[config.mk]
export PLATFORM = sky130hd
export DESIGN_NAME = cpw_top
export DESIGN_NICKNAME = d
export VERILOG_FILES = /design/src/rtl/cpw_pkg.sv /design/src/rtl/cpw_ahb_slave.sv /design/src/rtl/cpw_sync.sv /design/src/rtl/cpw_top.sv
export VERILOG_INCLUDE_DIRS = /design/src /design/src/rtl
export SDC_FILE = /design/constraint.sdc
export NUM_CORES = 1
export LEC_CHECK = 0
export BUFFER_PORTS_ARGS = -buffer_cell sky130_fd_sc_hd__buf_2
export CAP_MARGIN = 20
export CORE_MARGIN = 4
export CORE_UTILIZATION = 44
export CTS_BUF_LIST = sky130_fd_sc_hd__clkbuf_4 sky130_fd_sc_hd__clkbuf_8
export CTS_CLUSTER_DIAMETER = 60
export DETAILED_ROUTE_END_ITERATION = 8
export GPL_ROUTABILITY_DRIVEN = 1
export PLACE_DENSITY = 0.79
export SLEW_MARGIN = 5
export SYNTH_ARGS = -nofsm -noshare
export SYNTH_HDL_FRONTEND = slang
export SYNTH_SLANG_ARGS = --single-unit
[constraint.sdc]
create_clock -name clk -period 2.6 [get_ports clk]
set_input_delay 0.26 -clock clk [delete_from_list [all_inputs] [get_ports clk]]
set_output_delay 0.26 -clock clk [all_outputs]
set_load 0.005 [all_outputs]
[src/rtl/cpw_defs.svh]
`ifndef CPW_DEFS_SVH
`define CPW_DEFS_SVH

// Register byte offsets
`define CPW_OFS_CONTROL 8'h00
`define CPW_OFS_CAPSRC 8'h04
`define CPW_OFS_VAL_LOW 8'h08
`define CPW_OFS_VAL_HIGH 8'h0c
`define CPW_OFS_TIMER_SEL 8'h10
`define CPW_OFS_STATUS 8'h14

// Control register fields
`define CPW_CTRL_EN_BIT 7
`define CPW_CTRL_OUT_BIT 5
`define CPW_CTRL_FMT_BIT 4
`define CPW_CTRL_MODE_MSB 3
`define CPW_CTRL_MODE_LSB 0

// Other fields
`define CPW_CAPSRC_MSB 3
`define CPW_TSEL_MSB 1
`define CPW_STATUS_FLAG_BIT 0

// Reset values
`define CPW_RST_CONTROL 8'h00
`define CPW_RST_CAPSRC 4'h0
`define CPW_RST_VALUE 8'h00
`define CPW_RST_TSEL 2'h0

// Capture sources
`define CPW_CAPSRC_LAST 4'h8
`define CPW_CAPSRC_COUNT 9

// Capture prescale terminal counts
`define CPW_PRESCALE4_LAST 4'h3
`define CPW_PRESCALE16_LAST 4'hf

// AHB codes
`define CPW_HSIZE_WORD 3'b010

`endif

[src/rtl/cpw_pkg.sv]
package cpw_pkg;

    typedef enum logic [3:0] {
        CPW_MODE_OFF = 4'b0000,
        CPW_MODE_TGL_CLR = 4'b0001,
        CPW_MODE_TGL = 4'b0010,
        CPW_MODE_CAP_ANY = 4'b0011,
        CPW_MODE_CAP_FALL = 4'b0100,
        CPW_MODE_CAP_RISE = 4'b0101,
        CPW_MODE_CAP_RISE4 = 4'b0110,
        CPW_MODE_CAP_RISE16 = 4'b0111,
        CPW_MODE_CMP_SET = 4'b1000,
        CPW_MODE_CMP_CLR = 4'b1001,
        CPW_MODE_CMP_PULSE = 4'b1010,
        CPW_MODE_CMP_PULSE_CLR = 4'b1011,
        CPW_MODE_RSV_C = 4'b1100,
        CPW_MODE_RSV_D = 4'b1101,
        CPW_MODE_RSV_E = 4'b1110,
        CPW_MODE_PWM = 4'b1111
    } cpw_mode_e;

    typedef struct packed {
        logic [3:0][15:0] count;
    } cpw_timers_s;

    typedef struct packed {
        logic [3:0][7:0] count;
        logic [3:0][7:0] period;
        logic [3:0] tick;
    } cpw_period_s;

    typedef struct packed {
        logic [3:0] logic_cell_output;
        logic pin_change_event;
        logic oscillator_output;
        logic comparator_two_output;
        logic comparator_one_output;
        logic pin_mapped_input;
    } cpw_sources_s;

    typedef struct packed {
        logic wr;
        logic rd;
        logic [7:0] addr;
        logic [31:0] wdata;
    } cpw_reg_req_s;

endpackage

[src/rtl/cpw_ahb_slave.sv]
`timescale 1ns/1ps
`default_nettype none
`include "cpw_defs.svh"
module cpw_ahb_slave (
    input wire logic clk, // System clock
    input wire logic reset, // Synchronous reset
    input wire logic hsel, // Slave select
    input wire logic [31:0] haddr, // Byte address
    input wire logic [1:0] htrans, // Transfer type
    input wire logic hwrite, // Write when high
    input wire logic [2:0] hsize, // Transfer size
    input wire logic [31:0] hwdata, // Write data
    input wire logic hready, // Bus ready
    input wire logic [31:0] rdata, // Read mux from register file
    output logic [31:0] hrdata, // Read data
    output logic hreadyout, // Slave ready
    output logic hresp, // Always OKAY
    output cpw_pkg::cpw_reg_req_s req // Register access in data phase
);
    import cpw_pkg::*;

    logic wr_pend_q;
    logic rd_pend_q;
    logic [7:0] addr_q;
    logic [31:0] hrdata_q;
    logic hreadyout_q;
    wire addr_take = hsel & hready & htrans[1];
    wire size_ok = (hsize == `CPW_HSIZE_WORD);

    // One wait state on reads so a write just before is already visible
    always_ff @(posedge clk)
    begin
        if (reset)
        begin
            wr_pend_q <= 1'b0;
            rd_pend_q <= 1'b0;
            addr_q <= 8'h00;
            hrdata_q <= 32'h0000_0000;
            hreadyout_q <= 1'b1;
        end
        else
        begin
            wr_pend_q <= addr_take & hwrite & size_ok;
            rd_pend_q <= addr_take & ~hwrite;
            if (addr_take)
                addr_q <= haddr[7:0];
            hreadyout_q <= ~(addr_take & ~hwrite);
            if (rd_pend_q)
                hrdata_q <= rdata;
        end
    end

    assign req = '{wr: wr_pend_q, rd: rd_pend_q, addr: addr_q, wdata: hwdata};
    assign hrdata = hrdata_q;
    assign hreadyout = hreadyout_q;
    assign hresp = 1'b0;
endmodule
`default_nettype wire

[src/rtl/cpw_sync.sv]
`timescale 1ns/1ps
`default_nettype none
module cpw_sync #(
    parameter int WIDTH = 1
) (
    input wire logic clk, // System clock
    input wire logic reset, // Synchronous reset
    input wire logic [WIDTH-1:0] async_in, // Inputs from outside the domain
    output logic [WIDTH-1:0] sync_out // Filtered, synchronised copy
);
    logic [WIDTH-1:0] ff1_q;
    logic [WIDTH-1:0] ff2_q;
    logic [WIDTH-1:0] ff3_q;
    logic [WIDTH-1:0] out_q;
    wire [WIDTH-1:0] agree = ~(ff2_q ^ ff3_q);
    // A change is taken only once two settled stages agree
    wire [WIDTH-1:0] out_d = (agree & ff3_q) | (~agree & out_q);

    always_ff @(posedge clk)
    begin
        if (reset)
        begin
            ff1_q <= '0;
            ff2_q <= '0;
            ff3_q <= '0;
            out_q <= '0;
        end
        else
        begin
            ff1_q <= async_in;
            ff2_q <= ff1_q;
            ff3_q <= ff2_q;
            out_q <= out_d;
        end
    end

    assign sync_out = out_q;
endmodule
`default_nettype wire

[src/rtl/cpw_top.sv]
// Operation
// - Any reset restores every register and turns the pin to input.
// - PWM timing runs from the system clock and scales with it.
// - Control bit 7 enables the unit; resets to zero.
// - Control read bit shows the live output; writes ignored.
// - Alignment bit picks right (0) or left (1) in PWM only.
// - Mode 1111 is PWM; 1100 to 1110 do nothing.
// - Modes 1010/1011 pulse the output on match; 1011 also clears timer.
// - Mode 1001 drives output low, 1000 high, on match.
// - Mode 0111 captures every 16th rising edge, 0110 every 4th.
// - Modes 0101 rising, 0100 falling, 0011 every edge capture.
// - Mode 0010 toggles on match; 0001 toggles and clears timer.
// - Mode 0000 turns everything off and holds reset condition.
// - Every mode event sets the flag and may start a conversion.
// - Capture source field picks one of nine inputs; rest reserved.
// - Capture loads value bytes from the selected timer.
// - Compare matches the value bytes against the selected timer.
// - Right alignment: low byte is width 7:0, high 1:0 is 9:8.
// - Left alignment: high byte is width 9:2, low 7:6 is 1:0.
// - Width bytes latch into the duty buffer only at period match.
// - After period match clear timer, set pin unless duty is zero.
// - Clear the output when 10-bit time base equals duty.
// - Timer select field chooses one of four time bases.
//
// The register addresses and the AHB-Lite slave port were left to the implementer.
`timescale 1ns/1ps
`default_nettype none
`include "cpw_defs.svh"
module cpw_top (
    input wire logic clk, // System clock, 100 MHz
    input wire logic reset, // Synchronous reset, active high
    input wire logic hsel, // AHB slave select
    input wire logic [31:0] haddr, // AHB address
    input wire logic [1:0] htrans, // AHB transfer type
    input wire logic hwrite, // AHB write
    input wire logic [2:0] hsize, // AHB size
    input wire logic [31:0] hwdata, // AHB write data
    input wire logic hready, // AHB ready
    output logic [31:0] hrdata, // AHB read data
    output logic hreadyout, // AHB ready out
    output logic hresp, // AHB response, OKAY
    input wire cpw_pkg::cpw_timers_s timers, // Four 16-bit timer counts
    input wire cpw_pkg::cpw_period_s period_timer, // Four period timers
    input wire cpw_pkg::cpw_sources_s sources, // Capture sources
    input wire logic adc_trigger_select, // This unit drives the converter trigger
    output logic pin_out, // Output pin level
    output logic pin_oe, // Output pin drive enable
    output logic [3:0] timer_clear, // Clear pulse per 16-bit timer
    output logic [3:0] period_clear, // Clear pulse per period timer
    output logic event_pulse, // One cycle per unit event
    output logic adc_start // Conversion start pulse
);
    import cpw_pkg::*;

    cpw_reg_req_s req;
    logic [31:0] rdata;

    cpw_ahb_slave u_bus (
        .clk(clk),
        .reset(reset),
        .hsel(hsel),
        .haddr(haddr),
        .htrans(htrans),
        .hwrite(hwrite),
        .hsize(hsize),
        .hwdata(hwdata),
        .hready(hready),
        .rdata(rdata),
        .hrdata(hrdata),
        .hreadyout(hreadyout),
        .hresp(hresp),
        .req(req)
    );

    // Pin and comparators are asynchronous; the rest share this clock
    logic [2:0] async_sync;

    cpw_sync #(.WIDTH(3)) u_sync (
        .clk(clk),
        .reset(reset),
        .async_in({sources.comparator_two_output, sources.comparator_one_output, sources.pin_mapped_input}),
        .sync_out(async_sync)
    );

    // Register state
    logic unit_enable_q;
    logic width_alignment_q;
    cpw_mode_e mode_select_q;
    logic [3:0] capture_source_field_q;
    logic [7:0] value_low_byte_q;
    logic [7:0] value_high_byte_q;
    logic [1:0] timer_select_q;
    logic event_flag_q;

    // Engine state
    logic output_state_q;
    logic pin_oe_q;
    logic pulse_q;
    logic cap_prev_q;
    logic [3:0] edge_cnt_q;
    logic cmp_eq_prev_q;
    logic [9:0] duty_q;
    logic [1:0] sub_q;
    logic [3:0] timer_clear_q;
    logic [3:0] period_clear_q;
    logic event_pulse_q;
    logic adc_start_q;

    function automatic logic is_capture(input cpw_mode_e m);
        is_capture = (m == CPW_MODE_CAP_ANY) || (m == CPW_MODE_CAP_FALL) || (m == CPW_MODE_CAP_RISE)
            || (m == CPW_MODE_CAP_RISE4) || (m == CPW_MODE_CAP_RISE16);
    endfunction

    function automatic logic is_compare(input cpw_mode_e m);
        is_compare = (m == CPW_MODE_TGL_CLR) || (m == CPW_MODE_TGL) || (m == CPW_MODE_CMP_SET)
            || (m == CPW_MODE_CMP_CLR) || (m == CPW_MODE_CMP_PULSE) || (m == CPW_MODE_CMP_PULSE_CLR);
    endfunction

    // Places the 10-bit width from the two value bytes
    function automatic logic [9:0] pulse_width(input logic left, input logic [7:0] hi, input logic [7:0] lo);
        pulse_width = left ? {hi, lo[7:6]} : {hi[1:0], lo};
    endfunction

    function automatic logic [3:0] one_hot(input logic [1:0] sel);
        one_hot = 4'h1 << sel;
    endfunction

    // Register decode
    wire wr_ctrl = req.wr && (req.addr == `CPW_OFS_CONTROL);
    wire wr_cap = req.wr && (req.addr == `CPW_OFS_CAPSRC);
    wire wr_low = req.wr && (req.addr == `CPW_OFS_VAL_LOW);
    wire wr_high = req.wr && (req.addr == `CPW_OFS_VAL_HIGH);
    wire wr_tsel = req.wr && (req.addr == `CPW_OFS_TIMER_SEL);
    wire wr_status = req.wr && (req.addr == `CPW_OFS_STATUS);

    // Mode qualifiers; reserved codes fall only in active
    wire active = unit_enable_q && (mode_select_q != CPW_MODE_OFF);
    wire cap_mode = active && is_capture(mode_select_q);
    wire cmp_mode = active && is_compare(mode_select_q);
    wire pwm_mode = active && (mode_select_q == CPW_MODE_PWM);

    // Capture source selection
    wire [`CPW_CAPSRC_COUNT-1:0] src_vec = {sources.logic_cell_output, sources.pin_change_event,
        sources.oscillator_output, async_sync[2], async_sync[1], async_sync[0]};
    wire cap_src_ok = (capture_source_field_q <= `CPW_CAPSRC_LAST);
    wire cap_in = cap_src_ok ? src_vec[capture_source_field_q] : 1'b0;

    // Edge detection and prescaling
    wire cap_rise = cap_in && !cap_prev_q;
    wire cap_fall = !cap_in && cap_prev_q;
    wire hit_any = (mode_select_q == CPW_MODE_CAP_ANY) && (cap_rise || cap_fall);
    wire hit_fall = (mode_select_q == CPW_MODE_CAP_FALL) && cap_fall;
    wire hit_rise = (mode_select_q == CPW_MODE_CAP_RISE) && cap_rise;
    wire hit_rise4 = (mode_select_q == CPW_MODE_CAP_RISE4) && cap_rise
        && (edge_cnt_q[1:0] == 2'(`CPW_PRESCALE4_LAST));
    wire hit_rise16 = (mode_select_q == CPW_MODE_CAP_RISE16) && cap_rise
        && (edge_cnt_q == `CPW_PRESCALE16_LAST);
    wire cap_event = cap_mode && (hit_any || hit_fall || hit_rise || hit_rise4 || hit_rise16);

    // Compare against the selected 16-bit timer
    wire [15:0] sel_timer = timers.count[timer_select_q];
    wire cmp_eq = (sel_timer == {value_high_byte_q, value_low_byte_q});
    // Only the first cycle of equality counts, a stalled timer fires once
    wire cmp_event = cmp_mode && cmp_eq && !cmp_eq_prev_q;
    wire cmp_clears = (mode_select_q == CPW_MODE_TGL_CLR) || (mode_select_q == CPW_MODE_CMP_PULSE_CLR);

    // PWM time base
    wire [7:0] sel_pcount = period_timer.count[timer_select_q];
    wire [7:0] sel_period = period_timer.period[timer_select_q];
    wire sel_tick = period_timer.tick[timer_select_q];
    wire period_match = pwm_mode && sel_tick && (sel_pcount == sel_period);
    wire [9:0] time_base = {sel_pcount, sub_q};
    wire [9:0] new_width = pulse_width(width_alignment_q, value_high_byte_q, value_low_byte_q);
    // Pin is registered, so compare the next count
    wire [9:0] next_base = (|period_clear_q) ? 10'h001 : time_base + 10'h001;
    wire pwm_clr = pwm_mode && (next_base == duty_q);

    wire unit_event = cap_event || cmp_event || period_match;

    // Register file writes
    always_ff @(posedge clk)
    begin
        if (reset)
        begin
            unit_enable_q <= 1'(`CPW_RST_CONTROL >> `CPW_CTRL_EN_BIT);
            width_alignment_q <= 1'b0;
            mode_select_q <= CPW_MODE_OFF;
            capture_source_field_q <= `CPW_RST_CAPSRC;
            timer_select_q <= `CPW_RST_TSEL;
        end
        else
        begin
            if (wr_ctrl)
            begin
                unit_enable_q <= req.wdata[`CPW_CTRL_EN_BIT];
                width_alignment_q <= req.wdata[`CPW_CTRL_FMT_BIT];
                mode_select_q <= cpw_mode_e'(req.wdata[`CPW_CTRL_MODE_MSB:`CPW_CTRL_MODE_LSB]);
            end
            if (wr_cap)
                capture_source_field_q <= req.wdata[`CPW_CAPSRC_MSB:0];
            if (wr_tsel)
                timer_select_q <= req.wdata[`CPW_TSEL_MSB:0];
        end
    end

    // Value bytes; a capture beats a software write in the same cycle
    always_ff @(posedge clk)
    begin
        if (reset)
        begin
            value_low_byte_q <= `CPW_RST_VALUE;
            value_high_byte_q <= `CPW_RST_VALUE;
        end
        else if (cap_event)
        begin
            value_low_byte_q <= sel_timer[7:0];
            value_high_byte_q <= sel_timer[15:8];
        end
        else
        begin
            if (wr_low)
                value_low_byte_q <= req.wdata[7:0];
            if (wr_high)
                value_high_byte_q <= req.wdata[7:0];
        end
    end

    // Sticky event flag, write one to clear, a new event wins
    always_ff @(posedge clk)
    begin
        if (reset)
            event_flag_q <= 1'b0;
        else
            event_flag_q <= unit_event
                || (event_flag_q && !(wr_status && req.wdata[`CPW_STATUS_FLAG_BIT]));
    end

    // Capture edge tracking; counter restarts while not capturing
    always_ff @(posedge clk)
    begin
        if (reset || !cap_mode || wr_ctrl)
        begin
            cap_prev_q <= cap_in;
            edge_cnt_q <= 4'h0;
        end
        else
        begin
            cap_prev_q <= cap_in;
            if (cap_rise)
                edge_cnt_q <= edge_cnt_q + 4'h1;
        end
    end

    always_ff @(posedge clk)
    begin
        if (reset)
            cmp_eq_prev_q <= 1'b0;
        else
            cmp_eq_prev_q <= cmp_eq;
    end

    // Sub-count from the system clock gives the two low time base bits
    always_ff @(posedge clk)
    begin
        if (reset || !pwm_mode || sel_tick)
            sub_q <= 2'h0;
        else
            sub_q <= sub_q + 2'h1;
    end

    // Duty buffer, double buffered for glitch-free updates
    always_ff @(posedge clk)
    begin
        if (reset || !pwm_mode)
            duty_q <= 10'h000;
        else if (period_match)
            duty_q <= new_width;
    end

    // Output engine
    always_ff @(posedge clk)
    begin
        if (reset || !active)
        begin
            output_state_q <= 1'b0;
            pulse_q <= 1'b0;
        end
        else if (pwm_mode)
        begin
            pulse_q <= 1'b0;
            if (period_match)
                output_state_q <= (new_width != 10'h000);
            else if (pwm_clr)
                output_state_q <= 1'b0;
        end
        else if (pulse_q)
        begin
            // The pulse lasts one cycle, then returns low
            output_state_q <= 1'b0;
            pulse_q <= 1'b0;
        end
        else if (cmp_event)
        begin
            unique case (mode_select_q)
                CPW_MODE_TGL, CPW_MODE_TGL_CLR:
                    output_state_q <= !output_state_q;
                CPW_MODE_CMP_SET:
                    output_state_q <= 1'b1;
                CPW_MODE_CMP_CLR:
                    output_state_q <= 1'b0;
                CPW_MODE_CMP_PULSE, CPW_MODE_CMP_PULSE_CLR:
                begin
                    output_state_q <= 1'b1;
                    pulse_q <= 1'b1;
                end
                default:
                    output_state_q <= output_state_q;
            endcase
        end
    end

    // Pin drives only in compare or PWM; input otherwise and at reset
    always_ff @(posedge clk)
    begin
        if (reset)
            pin_oe_q <= 1'b0;
        else
            pin_oe_q <= cmp_mode || pwm_mode;
    end

    // Event side pulses
    always_ff @(posedge clk)
    begin
        if (reset)
        begin
            timer_clear_q <= 4'h0;
            period_clear_q <= 4'h0;
            event_pulse_q <= 1'b0;
            adc_start_q <= 1'b0;
        end
        else
        begin
            timer_clear_q <= (cmp_event && cmp_clears) ? one_hot(timer_select_q) : 4'h0;
            period_clear_q <= period_match ? one_hot(timer_select_q) : 4'h0;
            event_pulse_q <= unit_event;
            adc_start_q <= unit_event && adc_trigger_select;
        end
    end

    // Read mux; bit 6 reads zero, bit 5 is the live output
    wire [7:0] ctrl_rd = {unit_enable_q, 1'b0, output_state_q, width_alignment_q, mode_select_q};
    assign rdata = (req.addr == `CPW_OFS_CONTROL) ? {24'h000000, ctrl_rd} :
        (req.addr == `CPW_OFS_CAPSRC) ? {28'h0000000, capture_source_field_q} :
        (req.addr == `CPW_OFS_VAL_LOW) ? {24'h000000, value_low_byte_q} :
        (req.addr == `CPW_OFS_VAL_HIGH) ? {24'h000000, value_high_byte_q} :
        (req.addr == `CPW_OFS_TIMER_SEL) ? {30'h00000000, timer_select_q} :
        (req.addr == `CPW_OFS_STATUS) ? {31'h00000000, event_flag_q} :
        32'h0000_0000;

    assign pin_out = output_state_q;
    assign pin_oe = pin_oe_q;
    assign timer_clear = timer_clear_q;
    assign period_clear = period_clear_q;
    assign event_pulse = event_pulse_q;
    assign adc_start = adc_start_q;
endmodule
`default_nettype wire
==> results.sh <==
export IMPL_cts_tree="done"
export IMPL_critPathKind="register to register"
export IMPL_hpwl_mm=12.06
export IMPL_fmax_ghz=0.3581
export IMPL_r2r_start="timer_select_q[0]"
export IMPL_core_area_um2=12210
export IMPL_dr_total_vias=5342
export IMPL_worstHoldPathType="primary input to register"
export IMPL_setup_violations=39
export IMPL_synth_enable_flop_cells=0
export IMPL_finalSetupTns_ns=-3.026
export IMPL_syn2layout_area_growth_pct=34.70
export IMPL_startpoint_type="register"
export IMPL_drcViolationCount=0
export IMPL_fin_nets=1022
export IMPL_hp_start="adc_trigger_select"
export IMPL_synth_area_leader_cell="dfxtp_1"
export IMPL_cts_inserted_buffers=9
export IMPL_power_density_nw_per_um2=368.3
export IMPL_routabilityCongestion=0.9157
export IMPL_n_antenna_cell=0
export IMPL_cp_required_ns=2.90
export IMPL_whs_path_depth=2
export IMPL_drtIter0Drc=352
export IMPL_ys_warn_count=0
export IMPL_timing_hold_ws_ns=0.09044
export IMPL_timing_slew_headroom_pct=63.29
export IMPL_clock_latency_ns=0.37
export IMPL_synth_seq_cells=91
export IMPL_seq_area_frac_synth_pct=32.76
export IMPL_worst_pin_slew_ns=0.5368
export IMPL_dp_slack_ns=-0.2277
export IMPL_post_route_min_period_ns=2.793
export IMPL_io_buffer_count=187
export IMPL_r2r_cells=9
export IMPL_cap_viol_max_count=0
export IMPL_crit_arrival_ns=3.09
export IMPL_async_flop_share_pct=0
export IMPL_cp_max_fo=18
export IMPL_vias_per_cell=5.479
export IMPL_hold_violations=0
export IMPL_max_vdd_ir_drop_uv=238.5
export IMPL_yosys_top_cells_area="dfxtp_1, mux4_2, mux2i_1, nor2_1, buf_4"
export IMPL_layout_drive_gt1_share_pct=45.48
export IMPL_p_leak_nw=3.023
export IMPL_rows=40
export IMPL_mostFrequentLayoutCell="buf_2"
export IMPL_dieArea_um2=14500
export IMPL_fin_ws_ns=-0.1928
export IMPL_period_share_pct=107.4
export IMPL_synth_top_area_share_pct=32.76
export IMPL_grt_max_degree=46
export IMPL_outcome="complete, but fails checks"
export IMPL_final_cell_mix="buf_2, dfxtp_1, nor2_1, mux2i_1, buf_4"
export IMPL_die_h_um=120.4
export IMPL_regToRegEndpoint="pin_out"
export IMPL_final_cell_count_no_fill=975
export IMPL_post_drt_wl_per_cell_um=16.83
export IMPL_grtUsageTotal_pct=21.34
export IMPL_ctsLongestPathBuffers=2
export IMPL_ant_nets=0
export IMPL_drt_wl_total_mm=16.41
export IMPL_synth_cell_types=54
export IMPL_worstSetupEndpointType="register"
export IMPL_die_width_um=120.4
export IMPL_violations="setup timing"
export IMPL_hold_path_endpoint="adc_start"
export IMPL_cts_htree_levels=3
export IMPL_synth_ff_type="dfxtp_1"
export IMPL_netlist_instances=591
export IMPL_syn_area_um2=5560
export IMPL_postCtsHoldBufs=0
export IMPL_slew_violations=0
export IMPL_r2r_slack_ns=-0.19
export IMPL_cts_sinks=91
export IMPL_dp_cells=947
export IMPL_root_buffer="clkbuf_8"
export IMPL_grt_pass1_vias=5104
export IMPL_antenna_found_initial=0
export IMPL_clk_pin_slew_worst_paths_ns=0.09
export IMPL_gr_total_overflow=0
export IMPL_synth_avg_cell_area_um2=9.408
export IMPL_grt_pass1_wl_mm=24.85
export IMPL_rsz0062_at_grt="true"
export IMPL_dr_pass1_iters=5
export IMPL_start_util_pct=45.53
export IMPL_io_pins=262
export IMPL_skew_ns=0.009910
## critical path, stage by stage (launching register included)
cell and delay (ns):
dfxtp_4 0.39, buf_12 0.13, mux4_2 0.54, xor2_1 0.20
nor4_2 0.30, nand4_1 0.15, or4_4 0.44, buf_12 0.17
a32oi_2 0.20, mux2i_1 0.20
## synth_stat cells (2+ instances only)
cell	n
xnor2_1	20
and2_1	6
nor3_1	11
nor4_1	8
nor2_1	68
o21ai_0	12
nand2b_1	13
nand2_1	35
nor3b_1	3
clkbuf_1	21
and3_1	4
a2111oi_0	4
a211oi_1	19
buf_1	6
nor4b_1	2
mux2_2	2
a32o_1	3
buf_2	5
a21boi_0	2
o211ai_1	6
nand3b_1	2
or4b_2	2
ha_1	4
nor2b_1	13
mux2i_1	43
inv_1	12
buf_6	4
nand4_1	11
dfxtp_1	91
mux4_2	37
buf_4	26
xor2_1	16
or4_1	4
a211oi_2	2
a21oi_1	35
or3_1	3
nand3_1	19
## timing repair
action / 4_1_cts / 5_1_grt
endpoints found under the setup margin: 39 / 40
pin swaps: 5 / 22
cloned: 2 / 2
setup buffers: 8 / 1
gates resized for setup: 38 / 36
## per-stage QoR
step                      area (µm²)  util, %  total power [mW]
final                           7490    61.33             2.758
after global routing            7490    61.33             2.867
after CTS                       7322    59.96             2.768
after detailed placement        6820    55.85             1.763
after global placement          6820    55.85             1.751
after floorplan                 5725        -             1.617
## logic make-up after synthesis
kind of cell	count (synthesis)	share of synthesized area, %
AND/OR/NAND/NOR	209	18.88
AO/OA/AOI/OAI	94	11.18
flip-flops	91	32.76
multiplexers	82	23.13
buffers and inverters	74	7.403
XOR/XNOR	36	5.671
adder cells (fa/ha/maj)	4	0.9001
other	1	0.06744
## worst max-delay path by stage
stage                                    from             endpoint  cells past startpoint
detailed placement          timer_select_q[0]       timer_clear[0]                     12
global route                timer_select_q[0]              pin_out                      9
CTS                         timer_select_q[0]              pin_out                      9
finish                      timer_select_q[0]              pin_out                      9
floorplan           capture_source_field_q[0]  value_low_byte_q[0]                     12
global placement            timer_select_q[0]            adc_start                      9
## power by group
group	switching, mW	internal (mW)
Clock	0.532	0.483
Sequential	0.00906	1.40
Combinational	0.153	0.181
## layer usage
| layer | global-route usage [%] | vias up | wire length (µm) | share of wire (%) |
|---|---|---|---|---|
| li1 | - | 2538 | - | - |
| met1 | 27.28 | 2536 | 6444 | 39 |
| met2 | 36.92 | 244 | 8435 | 51 |
| met3 | 4.864 | 24 | 1272 | 7.8 |
| met4 | 4.603 | 0 | 257 | 1.6 |
| met5 | 0 | - | 0 | 0 |
## layout make-up
| cell class | instances | area, µm² |
|---|---|---|
| Clock buffer | 10 | 137.6 |
| Clock inverter | 6 | 71.32 |
| Fill cell | 1027 | 4722 |
| Inverter | 12 | 45.04 |
| Multi-Input combinational cell | 450 | 3747 |
| Sequential cell | 91 | 1833 |
| Tap cell | 168 | 210.2 |
| Timing Repair Buffer | 238 | 1445 |
## flip-flops by register name (all words and copies together) (netlist names), 2 cells and up, named ones only
name,flops
edge_cnt_q,4
u_bus.addr_q,8
value_high_byte_q,8
timer_select_q,2
u_sync.ff2_q,3
mode_select_q,4
duty_q,10
u_sync.ff1_q,3
capture_source_field_q,4
u_sync.ff3_q,3
timer_clear,4
period_clear,4
value_low_byte_q,8
u_bus.hrdata,8
sub_q,2
No activity file was read; power rests on OpenSTA's default activity.
